File: config.mk
export PLATFORM = sky130hd
export DESIGN_NAME = eip_top
export DESIGN_NICKNAME = d
export VERILOG_FILES = /design/src/design/eip_pkg.sv /design/src/design/eip_sync.sv /design/src/design/eip_top.sv
export VERILOG_INCLUDE_DIRS = /design/src /design/src/design
export SDC_FILE = /design/constraint.sdc
export NUM_CORES = 1
export LEC_CHECK = 0
export BUFFER_PORTS_ARGS = -buffer_cell sky130_fd_sc_hd__buf_2
export CORE_MARGIN = 2
export CORE_UTILIZATION = 37
export DETAILED_ROUTE_END_ITERATION = 8
export SYNTH_ARGS = -nofsm -noshare
export SYNTH_HDL_FRONTEND = slang
export SYNTH_SLANG_ARGS = --single-unit
export TNS_END_PERCENT = 30
File: constraint.sdc
create_clock -name clk_sys_i -period 2.3 [get_ports clk_sys_i]
set_input_delay 0.575 -clock clk_sys_i [delete_from_list [all_inputs] [get_ports clk_sys_i]]
set_output_delay 0.575 -clock clk_sys_i [all_outputs]
set_load 0.005 [all_outputs]
File: src/design/eip_map.svh
// Register offsets, reset values, field positions and vector numbers of the interrupt prioritizer
`ifndef EIP_MAP_SVH
`define EIP_MAP_SVH

`define EIP_ADDR_W 16
`define EIP_DATA_W 8

`define EIP_OFF_EDGE_POLARITY_SELECT 16'hfff2
`define EIP_OFF_SOURCE_ENABLE_FIRST 16'hfff3
`define EIP_OFF_SOURCE_ENABLE_SECOND 16'hfff4
`define EIP_OFF_PENDING_FLAGS_FIRST 16'hfff6
`define EIP_OFF_PENDING_FLAGS_SECOND 16'hfff7
`define EIP_OFF_WAKEUP_PENDING_FLAGS 16'hfff9
`define EIP_OFF_EVENT_STATUS 16'hfffa
`define EIP_OFF_EVENT_MASK 16'hfffb

`define EIP_RST_EDGE_POLARITY_SELECT 8'he0
`define EIP_RST_SOURCE_ENABLE 8'h00
`define EIP_RST_PENDING_FLAGS_FIRST 8'h20
`define EIP_RST_PENDING_FLAGS_SECOND 8'h00
`define EIP_RST_WAKEUP_PENDING_FLAGS 8'h00
`define EIP_RST_EVENT 3'h0

`define EIP_EDGE_SEL_FIXED 8'he0
`define EIP_EDGE_SEL_MASK 5'h1f
`define EIP_EDGE_SEL_MASK_REDUCED 5'h1b

// Implemented pending bits per variant
`define EIP_FIRST_MASK_FULL 8'hdf
`define EIP_FIRST_MASK_REDUCED 8'h9b
`define EIP_SECOND_MASK_FULL 8'hcf
`define EIP_SECOND_MASK_REDUCED 8'hcd

// First enable/pending register fields
`define EIP_BIT_TA 7
`define EIP_BIT_S1 6
`define EIP_BIT_WP 5
// Second enable/pending register fields
`define EIP_BIT_DT 7
`define EIP_BIT_AD 6
`define EIP_BIT_TFH 3
`define EIP_BIT_TFL 2
`define EIP_BIT_TC 1
`define EIP_BIT_TB 0

`define EIP_EDGE_PINS 5
`define EIP_WAKE_PINS 8

`define EIP_VEC_EDGE0 5'h04
`define EIP_VEC_WAKEUP 5'h09
`define EIP_VEC_S1 5'h0a
`define EIP_VEC_TA 5'h0b
`define EIP_VEC_TB 5'h0c
`define EIP_VEC_TC 5'h0d
`define EIP_VEC_TFL 5'h0e
`define EIP_VEC_TFH 5'h0f
`define EIP_VEC_SERIAL_UNIT_THREE 5'h12
`define EIP_VEC_AD 5'h13
`define EIP_VEC_DT 5'h14
`define EIP_VEC_COUNT 21

// Event status bits
`define EIP_EVT_EDGE 0
`define EIP_EVT_ACCEPT 1
`define EIP_EVT_HELD 2

`endif

File: src/design/eip_pkg.sv
// Types shared by the interrupt prioritizer modules
package eip_pkg;

  typedef logic [15:0] eip_addr_t;
  typedef logic [7:0] eip_byte_t;
  typedef logic [4:0] eip_vec_t;

  typedef struct packed {
    logic [4:0] edge_sel;
    eip_byte_t enable_first;
    eip_byte_t enable_second;
    eip_byte_t pending_first;
    eip_byte_t pending_second;
    eip_byte_t wake_pending;
    logic [4:0] edge_prev;
    logic [7:0] wake_prev;
    logic armed;
    logic [2:0] evt_status;
    logic [2:0] evt_mask;
    eip_byte_t rdata;
    logic cpu_req;
    eip_vec_t vec;
    eip_addr_t vec_addr;
    logic irq;
  } eip_state_t;

endpackage

File: src/design/eip_sync.sv
// Two-stage synchroniser for a bundle of asynchronous pin levels
module eip_sync #(
  parameter int WIDTH = 1,
  parameter logic [WIDTH-1:0] RST_VAL = '1
) (
  input wire logic clk_sys_i,
  input wire logic resetn_i,
  input wire logic [WIDTH-1:0] async_i,
  output logic [WIDTH-1:0] sync_o
);

  typedef struct packed {
    logic [WIDTH-1:0] meta;
    logic [WIDTH-1:0] stable;
  } eip_sync_state_t;

  eip_sync_state_t state_reg;
  eip_sync_state_t state_next;

  always_comb
  begin
    state_next.meta = async_i;
    state_next.stable = state_reg.meta;
  end

  always_ff @(posedge clk_sys_i or negedge resetn_i)
  begin
    if (!resetn_i)
    begin
      state_reg.meta <= RST_VAL;
      state_reg.stable <= RST_VAL;
    end
    else
    begin
      state_reg <= state_next;
    end
  end

  assign sync_o = state_reg.stable;

endmodule

File: src/design/eip_top.sv
// Edge interrupt prioritizer: pin sensing, request flags, enables and vector selection
//
// Overview of operation
// - Highest fixed-priority pending request is serviced first
// - Global mask set: flags still set, nothing accepted
// - Each edge pin has its own edge choice
// - Edge pins use vectors 4-8; wakeups share 9
// - Full variant: 13 external, 9 internal sources
// - Serial one 10, timers 11 to 15
// - Serial three 18, converter 19, direct transfer 20
// - Reserved vector slots are never selected
// - Reduced variant drops pin 2, serial one, timer C; pin 2 edges still set the edge event
// - Flags clear only by writing 0
// - Edge-select bits 7-5 read 1, ignore writes
// - Edge-select 0 falling, 1 rising
// - Edge-select bits 4-0 map to pins 4-0
// - Acceptance waits for instruction boundary
// - Flags stay set after acceptance
// - Per-source enable gates each request except serial three, which is never gated
`include "eip_map.svh"

module eip_top #(
  parameter bit FULL_VARIANT = 1'b1
) (
  input wire logic clk_sys_i,
  input wire logic resetn_i,
  // Register port
  input wire eip_pkg::eip_addr_t reg_addr_i,
  input wire eip_pkg::eip_byte_t reg_wdata_i,
  input wire logic reg_wr_i,
  input wire logic reg_rd_i,
  output eip_pkg::eip_byte_t reg_rdata_o,
  // Pins; pin 4 doubles as converter trigger, pins 3..1 as timer event inputs
  input wire logic [4:0] edge_pin_i,
  input wire logic [7:0] wakeup_pin_n_i,
  // Peripheral request pulses; the serial three request is a level, not latched
  input wire logic timer_a_evt_i,
  input wire logic serial_one_evt_i,
  input wire logic timer_b_evt_i,
  input wire logic timer_c_evt_i,
  input wire logic timer_fl_evt_i,
  input wire logic timer_fh_evt_i,
  input wire logic converter_evt_i,
  input wire logic direct_transfer_evt_i,
  input wire logic serial_three_req_i,
  // CPU core
  input wire logic cpu_imask_i,
  input wire logic cpu_boundary_i,
  output logic cpu_req_o,
  output eip_pkg::eip_vec_t cpu_vector_o,
  output eip_pkg::eip_addr_t cpu_vec_addr_o,
  output logic irq_o
);

  import eip_pkg::*;

  localparam logic [7:0] FIRST_MASK = FULL_VARIANT ? `EIP_FIRST_MASK_FULL : `EIP_FIRST_MASK_REDUCED;
  localparam logic [7:0] SECOND_MASK = FULL_VARIANT ? `EIP_SECOND_MASK_FULL : `EIP_SECOND_MASK_REDUCED;
  localparam logic [4:0] EDGE_MASK = FULL_VARIANT ? `EIP_EDGE_SEL_MASK : `EIP_EDGE_SEL_MASK_REDUCED;

  eip_state_t state_reg;
  eip_state_t state_next;

  logic [4:0] edge_sync;
  logic [7:0] wake_sync;

  ////////////////////////////////////////////////////////////////////////////
  // Pin synchronisers

  eip_sync #(
    .WIDTH(5),
    .RST_VAL(5'h1f)
  ) u_edge_sync (
    .clk_sys_i(clk_sys_i),
    .resetn_i(resetn_i),
    .async_i(edge_pin_i),
    .sync_o(edge_sync)
  );

  eip_sync #(
    .WIDTH(8),
    .RST_VAL(8'hff)
  ) u_wake_sync (
    .clk_sys_i(clk_sys_i),
    .resetn_i(resetn_i),
    .async_i(wakeup_pin_n_i),
    .sync_o(wake_sync)
  );

  ////////////////////////////////////////////////////////////////////////////
  // Next-state logic

  logic [4:0] edge_hit;
  logic [7:0] wake_hit;
  logic [7:0] set_first;
  logic [7:0] set_second;
  logic [7:0] keep_first;
  logic [7:0] keep_second;
  logic [7:0] keep_wake;
  logic [`EIP_VEC_COUNT-1:0] vec_pending;
  logic sel_found;
  eip_vec_t sel_vec;
  logic accept;
  logic [2:0] evt_set;
  logic status_rd;

  always_comb
  begin
    state_next = state_reg;
    edge_hit = '0;
    wake_hit = '0;
    set_first = '0;
    set_second = '0;
    keep_first = 8'hff;
    keep_second = 8'hff;
    keep_wake = 8'hff;
    vec_pending = '0;
    sel_found = 1'b0;
    sel_vec = '0;
    evt_set = '0;
    status_rd = 1'b0;

    // Edge sensing; the first cycle after reset only loads the history
    state_next.edge_prev = edge_sync;
    state_next.wake_prev = wake_sync;
    state_next.armed = 1'b1;
    if (state_reg.armed)
    begin
      for (int i = 0; i < `EIP_EDGE_PINS; i++)
      begin
        if (state_reg.edge_sel[i])
          edge_hit[i] = edge_sync[i] & ~state_reg.edge_prev[i];
        else
          edge_hit[i] = ~edge_sync[i] & state_reg.edge_prev[i];
      end
      wake_hit = ~wake_sync & state_reg.wake_prev;
    end

    // Hardware set sources, limited to the variant's implemented bits
    set_first[4:0] = edge_hit;
    set_first[`EIP_BIT_TA] = timer_a_evt_i;
    set_first[`EIP_BIT_S1] = serial_one_evt_i;
    set_first = set_first & FIRST_MASK;
    set_second[`EIP_BIT_DT] = direct_transfer_evt_i;
    set_second[`EIP_BIT_AD] = converter_evt_i;
    set_second[`EIP_BIT_TFH] = timer_fh_evt_i;
    set_second[`EIP_BIT_TFL] = timer_fl_evt_i;
    set_second[`EIP_BIT_TC] = timer_c_evt_i;
    set_second[`EIP_BIT_TB] = timer_b_evt_i;
    set_second = set_second & SECOND_MASK;

    // Register writes
    if (reg_wr_i)
    begin
      unique case (reg_addr_i)
        `EIP_OFF_EDGE_POLARITY_SELECT:
          state_next.edge_sel = reg_wdata_i[4:0];
        `EIP_OFF_SOURCE_ENABLE_FIRST:
          state_next.enable_first = reg_wdata_i;
        `EIP_OFF_SOURCE_ENABLE_SECOND:
          state_next.enable_second = reg_wdata_i;
        `EIP_OFF_PENDING_FLAGS_FIRST:
          keep_first = reg_wdata_i;
        `EIP_OFF_PENDING_FLAGS_SECOND:
          keep_second = reg_wdata_i;
        `EIP_OFF_WAKEUP_PENDING_FLAGS:
          keep_wake = reg_wdata_i;
        `EIP_OFF_EVENT_MASK:
          state_next.evt_mask = reg_wdata_i[2:0];
        default:
          ;
      endcase
    end

    // Flags persist past acceptance; a set in the clearing cycle wins
    state_next.pending_first = ((state_reg.pending_first & keep_first) | set_first) & FIRST_MASK;
    state_next.pending_second = ((state_reg.pending_second & keep_second) | set_second) & SECOND_MASK;
    state_next.wake_pending = (state_reg.wake_pending & keep_wake) | wake_hit;

    // Enabled requests placed by vector number
    for (int i = 0; i < `EIP_EDGE_PINS; i++)
    begin
      vec_pending[`EIP_VEC_EDGE0 + i] = state_reg.pending_first[i] & state_reg.enable_first[i];
    end
    vec_pending[`EIP_VEC_WAKEUP] = (|state_reg.wake_pending) & state_reg.enable_first[`EIP_BIT_WP];
    vec_pending[`EIP_VEC_S1] = state_reg.pending_first[`EIP_BIT_S1] & state_reg.enable_first[`EIP_BIT_S1];
    vec_pending[`EIP_VEC_TA] = state_reg.pending_first[`EIP_BIT_TA] & state_reg.enable_first[`EIP_BIT_TA];
    vec_pending[`EIP_VEC_TB] = state_reg.pending_second[`EIP_BIT_TB] & state_reg.enable_second[`EIP_BIT_TB];
    vec_pending[`EIP_VEC_TC] = state_reg.pending_second[`EIP_BIT_TC] & state_reg.enable_second[`EIP_BIT_TC];
    vec_pending[`EIP_VEC_TFL] = state_reg.pending_second[`EIP_BIT_TFL] & state_reg.enable_second[`EIP_BIT_TFL];
    vec_pending[`EIP_VEC_TFH] = state_reg.pending_second[`EIP_BIT_TFH] & state_reg.enable_second[`EIP_BIT_TFH];
    vec_pending[`EIP_VEC_SERIAL_UNIT_THREE] = serial_three_req_i;
    vec_pending[`EIP_VEC_AD] = state_reg.pending_second[`EIP_BIT_AD] & state_reg.enable_second[`EIP_BIT_AD];
    vec_pending[`EIP_VEC_DT] = state_reg.pending_second[`EIP_BIT_DT] & state_reg.enable_second[`EIP_BIT_DT];

    // Lowest vector number wins; reserved slots are never driven
    for (int v = `EIP_VEC_COUNT - 1; v >= 0; v--)
    begin
      if (vec_pending[v])
      begin
        sel_found = 1'b1;
        sel_vec = eip_vec_t'(v);
      end
    end

    // Acceptance only at a boundary and with the global mask clear
    accept = cpu_boundary_i & sel_found & ~cpu_imask_i;
    state_next.cpu_req = accept;
    if (accept)
    begin
      state_next.vec = sel_vec;
      state_next.vec_addr = {10'h000, sel_vec, 1'b0};
    end

    // Block events
    evt_set[`EIP_EVT_EDGE] = (|edge_hit) | (|wake_hit);
    evt_set[`EIP_EVT_ACCEPT] = accept;
    evt_set[`EIP_EVT_HELD] = cpu_boundary_i & sel_found & cpu_imask_i;

    // Register reads, data one cycle later
    state_next.rdata = 8'h00;
    if (reg_rd_i)
    begin
      unique case (reg_addr_i)
        `EIP_OFF_EDGE_POLARITY_SELECT:
          state_next.rdata = `EIP_EDGE_SEL_FIXED | {3'b000, state_reg.edge_sel};
        `EIP_OFF_SOURCE_ENABLE_FIRST:
          state_next.rdata = state_reg.enable_first;
        `EIP_OFF_SOURCE_ENABLE_SECOND:
          state_next.rdata = state_reg.enable_second;
        `EIP_OFF_PENDING_FLAGS_FIRST:
          state_next.rdata = state_reg.pending_first | `EIP_RST_PENDING_FLAGS_FIRST;
        `EIP_OFF_PENDING_FLAGS_SECOND:
          state_next.rdata = state_reg.pending_second;
        `EIP_OFF_WAKEUP_PENDING_FLAGS:
          state_next.rdata = state_reg.wake_pending;
        `EIP_OFF_EVENT_STATUS:
        begin
          state_next.rdata = {5'h00, state_reg.evt_status};
          status_rd = 1'b1;
        end
        `EIP_OFF_EVENT_MASK:
          state_next.rdata = {5'h00, state_reg.evt_mask};
        default:
          state_next.rdata = 8'h00;
      endcase
    end

    // Read clears status; a new event in that cycle survives
    state_next.evt_status = (status_rd ? 3'h0 : state_reg.evt_status) | evt_set;
    state_next.irq = |(state_next.evt_status & state_next.evt_mask);

    // Unimplemented edge-select bit of the reduced variant stays stored as written
    state_next.edge_sel = state_next.edge_sel & `EIP_EDGE_SEL_MASK;
    if (EDGE_MASK != `EIP_EDGE_SEL_MASK)
    begin
      // software keeps pin 2 select low; only its flag is masked off above, its edges still set the edge event
      state_next.edge_sel = state_next.edge_sel;
    end
  end

  ////////////////////////////////////////////////////////////////////////////
  // State register

  always_ff @(posedge clk_sys_i or negedge resetn_i)
  begin
    if (!resetn_i)
    begin
      state_reg.edge_sel <= 5'h00;
      state_reg.enable_first <= `EIP_RST_SOURCE_ENABLE;
      state_reg.enable_second <= `EIP_RST_SOURCE_ENABLE;
      state_reg.pending_first <= 8'h00;
      state_reg.pending_second <= `EIP_RST_PENDING_FLAGS_SECOND;
      state_reg.wake_pending <= `EIP_RST_WAKEUP_PENDING_FLAGS;
      state_reg.edge_prev <= 5'h1f;
      state_reg.wake_prev <= 8'hff;
      state_reg.armed <= 1'b0;
      state_reg.evt_status <= `EIP_RST_EVENT;
      state_reg.evt_mask <= `EIP_RST_EVENT;
      state_reg.rdata <= 8'h00;
      state_reg.cpu_req <= 1'b0;
      state_reg.vec <= 5'h00;
      state_reg.vec_addr <= 16'h0000;
      state_reg.irq <= 1'b0;
    end
    else
    begin
      state_reg <= state_next;
    end
  end

  ////////////////////////////////////////////////////////////////////////////
  // Outputs

  assign reg_rdata_o = state_reg.rdata;
  assign cpu_req_o = state_reg.cpu_req;
  assign cpu_vector_o = state_reg.vec;
  assign cpu_vec_addr_o = state_reg.vec_addr;
  assign irq_o = state_reg.irq;

endmodule

==> impl_metrics.tcl <==
set metrics [dict create \
    grt_use_total 0.186 \
    die-height_um 115 \
    floorplan.initialDensity 0.379 \
    ctsRootBufferMaster "sky130_fd_sc_hd__clkbuf_16" \
    regToRegSetupSlack_ns -0.02 \
    synth.ff_latch_count 103 \
    postSynth.topFlopCell "sky130_fd_sc_hd__dfrtp_1" \
    power.share.combinational 0.065 \
    mostFrequentLayoutCell "sky130_fd_sc_hd__buf_2" \
    power_switching_uw 889 \
    max_freq_mhz 431 \
    detail_route.drc_violations 0 \
    slew-limit-headroom 0.595 \
    path_max_fanout 3 \
    netSwitchingFraction 0.245 \
    crit_path_max_incr_delay_ns 0.55 \
    coreArea_mm2 0.0120 \
    grt_pass1_wl_um 18300 \
    drt_pass1_iterations 5 \
    seq_power_share 0.523 \
    synthesis.instances 383 \
    vias 3320 \
    maxSlewViolCount 0 \
    tightestPinTransition_ns 0.605 \
    vias_per_cell 5.24 \
    skew_ns 0.0118 \
    worstSkewPairLatency_ns 0.36 \
    ports_placed_on_the_boundary 83 \
    power.density_cell_area_mw_per_mm2 657 \
    synth_cell_types 49 \
    synth_sequential_area_ratio 0.580 \
    cts_num_sinks 103 \
    failed_checks "setup timing" \
    required_ns 2.54 \
    iteration_0_drc_count_of_the_detailed_router 272 \
    worst_slack_ns -0.0189 \
    finalSetupViolCount 1 \
    critPathCaptureType "register" \
    diode_insertion_count_for_antenna_repair 0 \
    vias_in_the_first_global_route 3323 \
    final_gp_congestion 0.939 \
    syn_to_final_growth_pct 22.0 \
    cts_buffer_depth 2 \
    rsz0062_at_grt "true" \
    synth_enable_flop_cells 0 \
    die_w_um 115 \
    grt_start_max_net_pins 41 \
    routed_wirelength_um 11400 \
    syn_area_per_cell_um2 11.8 \
    antenna_left 0 \
    preCtsSetupSlack_ns -0.0885 \
    finalCriticalPeriod_ns 2.32 \
    placement.cell_area_mm2 0.00522 \
    place.detailed.hpwl_um 8680 \
    final_layout_size_suffix_gt1_frac 0.444 \
    run_status "finished, violations left" \
    p_leak_nw 2.48 \
    clockPowerShare 0.412 \
    number_of_buffers_created_by_cts 9 \
    synth.cell_area_mm2 0.00453 \
    slowest_stage "sky130_fd_sc_hd__or4_4" \
    ir_worst_vdd_mv 0.404 \
    largest_register_ff_count 62 \
    fillers 1124 \
    crit_path_class "register to register" \
    hold_viol 0 \
    mostFrequentLayoutCells "sky130_fd_sc_hd__buf_2 (70), sky130_fd_sc_hd__dfrtp_1 (64), sky130_fd_sc_hd__nand2_1 (52), sky130_fd_sc_hd__buf_4 (42), sky130_fd_sc_hd__dfstp_2 (39)" \
    num-nets-final 533 \
    clk_pin_slew_worst_paths_ns 0.07 \
    worstSetupStartpointType "register" \
    ys_async_sr_fraction 1.00 \
    die-area_mm2 0.0131 \
    antenna_found_initial 0 \
    area_of_all_placed_cells_without_fillers_mm2 0.00553 \
    rows 40 \
    p_int_mw 2.74 \
    fin_total_pwr_mw 3.63 \
    synthesis.yosys.warnings 0 \
    numPortBuffers 71 \
    overflow 0 \
    worst_hold_path_type "input port to async pin" \
    drv_cap 0 \
    average_detailed_routed_wire_length_per_instance_um 17.9 \
    clock_tree_from_tritoncts "built" \
    timing.critical_path.arrival_ns 2.56 \
    h-tree-depth 3 \
    crit_chain "or4_4, o21ai_4, or4b_4, a32o_2, a22o_1, a21o_1" \
    timing.final.crit_share 1.01 \
]
## layer usage
metal  wire, µm  GRT usage
met5          0          0
met3        727     0.0487
met1       4960      0.244
met2       5530      0.305
met4        142     0.0472
## power by group through the flow
stage	clock network, mW	registers, mW	logic (mW)
2_1_floorplan	0	1.93	0.117
3_3_place_gp	0	1.93	0.236
3_5_place_dp	0	1.94	0.239
4_1_cts	1.54	1.90	0.240
5_1_grt	1.63	1.91	0.265
6_report	1.49	1.90	0.236
## final cells by class
type                       instances  area [µm²]  share of cell area
clock buffer                      10         229              0.0414
timing repair buffer             115         726               0.131
clock inverter                     6        57.6              0.0104
inverter                           6        22.5             0.00408
sequential                       103        2630               0.475
multi-input combinational        246        1680               0.304
tap                              147         184              0.0333
## cells in the mapped netlist (all sizes together) (4+ instances only)
cell type  number  area share
and2            4      0.0058
o21ai          14       0.015
buf            30       0.049
clkbuf          8      0.0066
nand2          52       0.043
dfrtp          64        0.35
a22o            9       0.018
nand4           7      0.0097
mux2           31       0.077
inv             6      0.0050
nor2b          12       0.017
a21o           16       0.027
nand3b          7       0.012
dfstp          39        0.23
a222oi          8       0.018
nor4            5      0.0097
a21oi           9      0.0099
nor2           10      0.0083
a22oi          10       0.017
a32o            5       0.011
## critical path: cells and delay by family, from the launching register on
kind | cells | cell delay [ns]
compound gates | 4 | 0.78
flops | 1 | 0.38
simple gates | 2 | 1.05
## timing repair
item,CTS,global route
resized for setup,3,0
buffers inserted,0,1
pin swaps,2,2
endpoints found under the setup margin,1,2
gates cloned,0,0
hold buffers,0,0
## path summary, 6_finish.rpt
check / from / endpoint / cells after the start
worst max-delay path: state_reg[58]$_DFF_PN0_ / irq_o$_DFF_PN0_ / 6
worst min-delay path: resetn_i / state_reg[37]$_DFF_PN0_ / 1
worst max register to register: state_reg[58]$_DFF_PN0_ / irq_o$_DFF_PN0_ / 6
worst min register to register: u_wake_sync.state_next[4]$_DFF_PN1_ / u_wake_sync.sync_o[4]$_DFF_PN1_ / 0
max in group asynchronous: resetn_i / state_reg[82]$_DFFE_PN0P_ / 2
min in group clk_sys_i: wakeup_pin_n_i[0] / u_wake_sync.state_next[0]$_DFF_PN1_ / 1
## cells by family (layout without fill, tap and decap cells)
| group | after synthesis | count (layout) | share of synthesized area |
|---|---|---|---|
| flops | 103 | 103 | 0.580 |
| simple gates | 119 | 119 | 0.142 |
| compound gates | 84 | 84 | 0.139 |
| mux | 31 | 31 | 0.0770 |
| buf+inv | 44 | 137 | 0.0608 |
| other cells | 2 | 12 | 0.00166 |
## stage by stage
| stage | util | hold WS, ns | std cells | setup TNS [ns] |
|---|---|---|---|---|
| 5_1_grt | 0.462 | 0.198 | 633 | -0.0926 |
| 2_1_floorplan | - | 0.279 | 393 | 0 |
| 6_report | 0.462 | 0.182 | 633 | -0.0189 |
| 3_5_place_dp | 0.436 | 0.347 | 616 | -0.0885 |
| 3_3_place_gp | 0.436 | 0.345 | 616 | -0.0666 |
| 4_1_cts | 0.461 | 0.186 | 632 | -0.00932 |
Power figures use the tool's default switching activity.
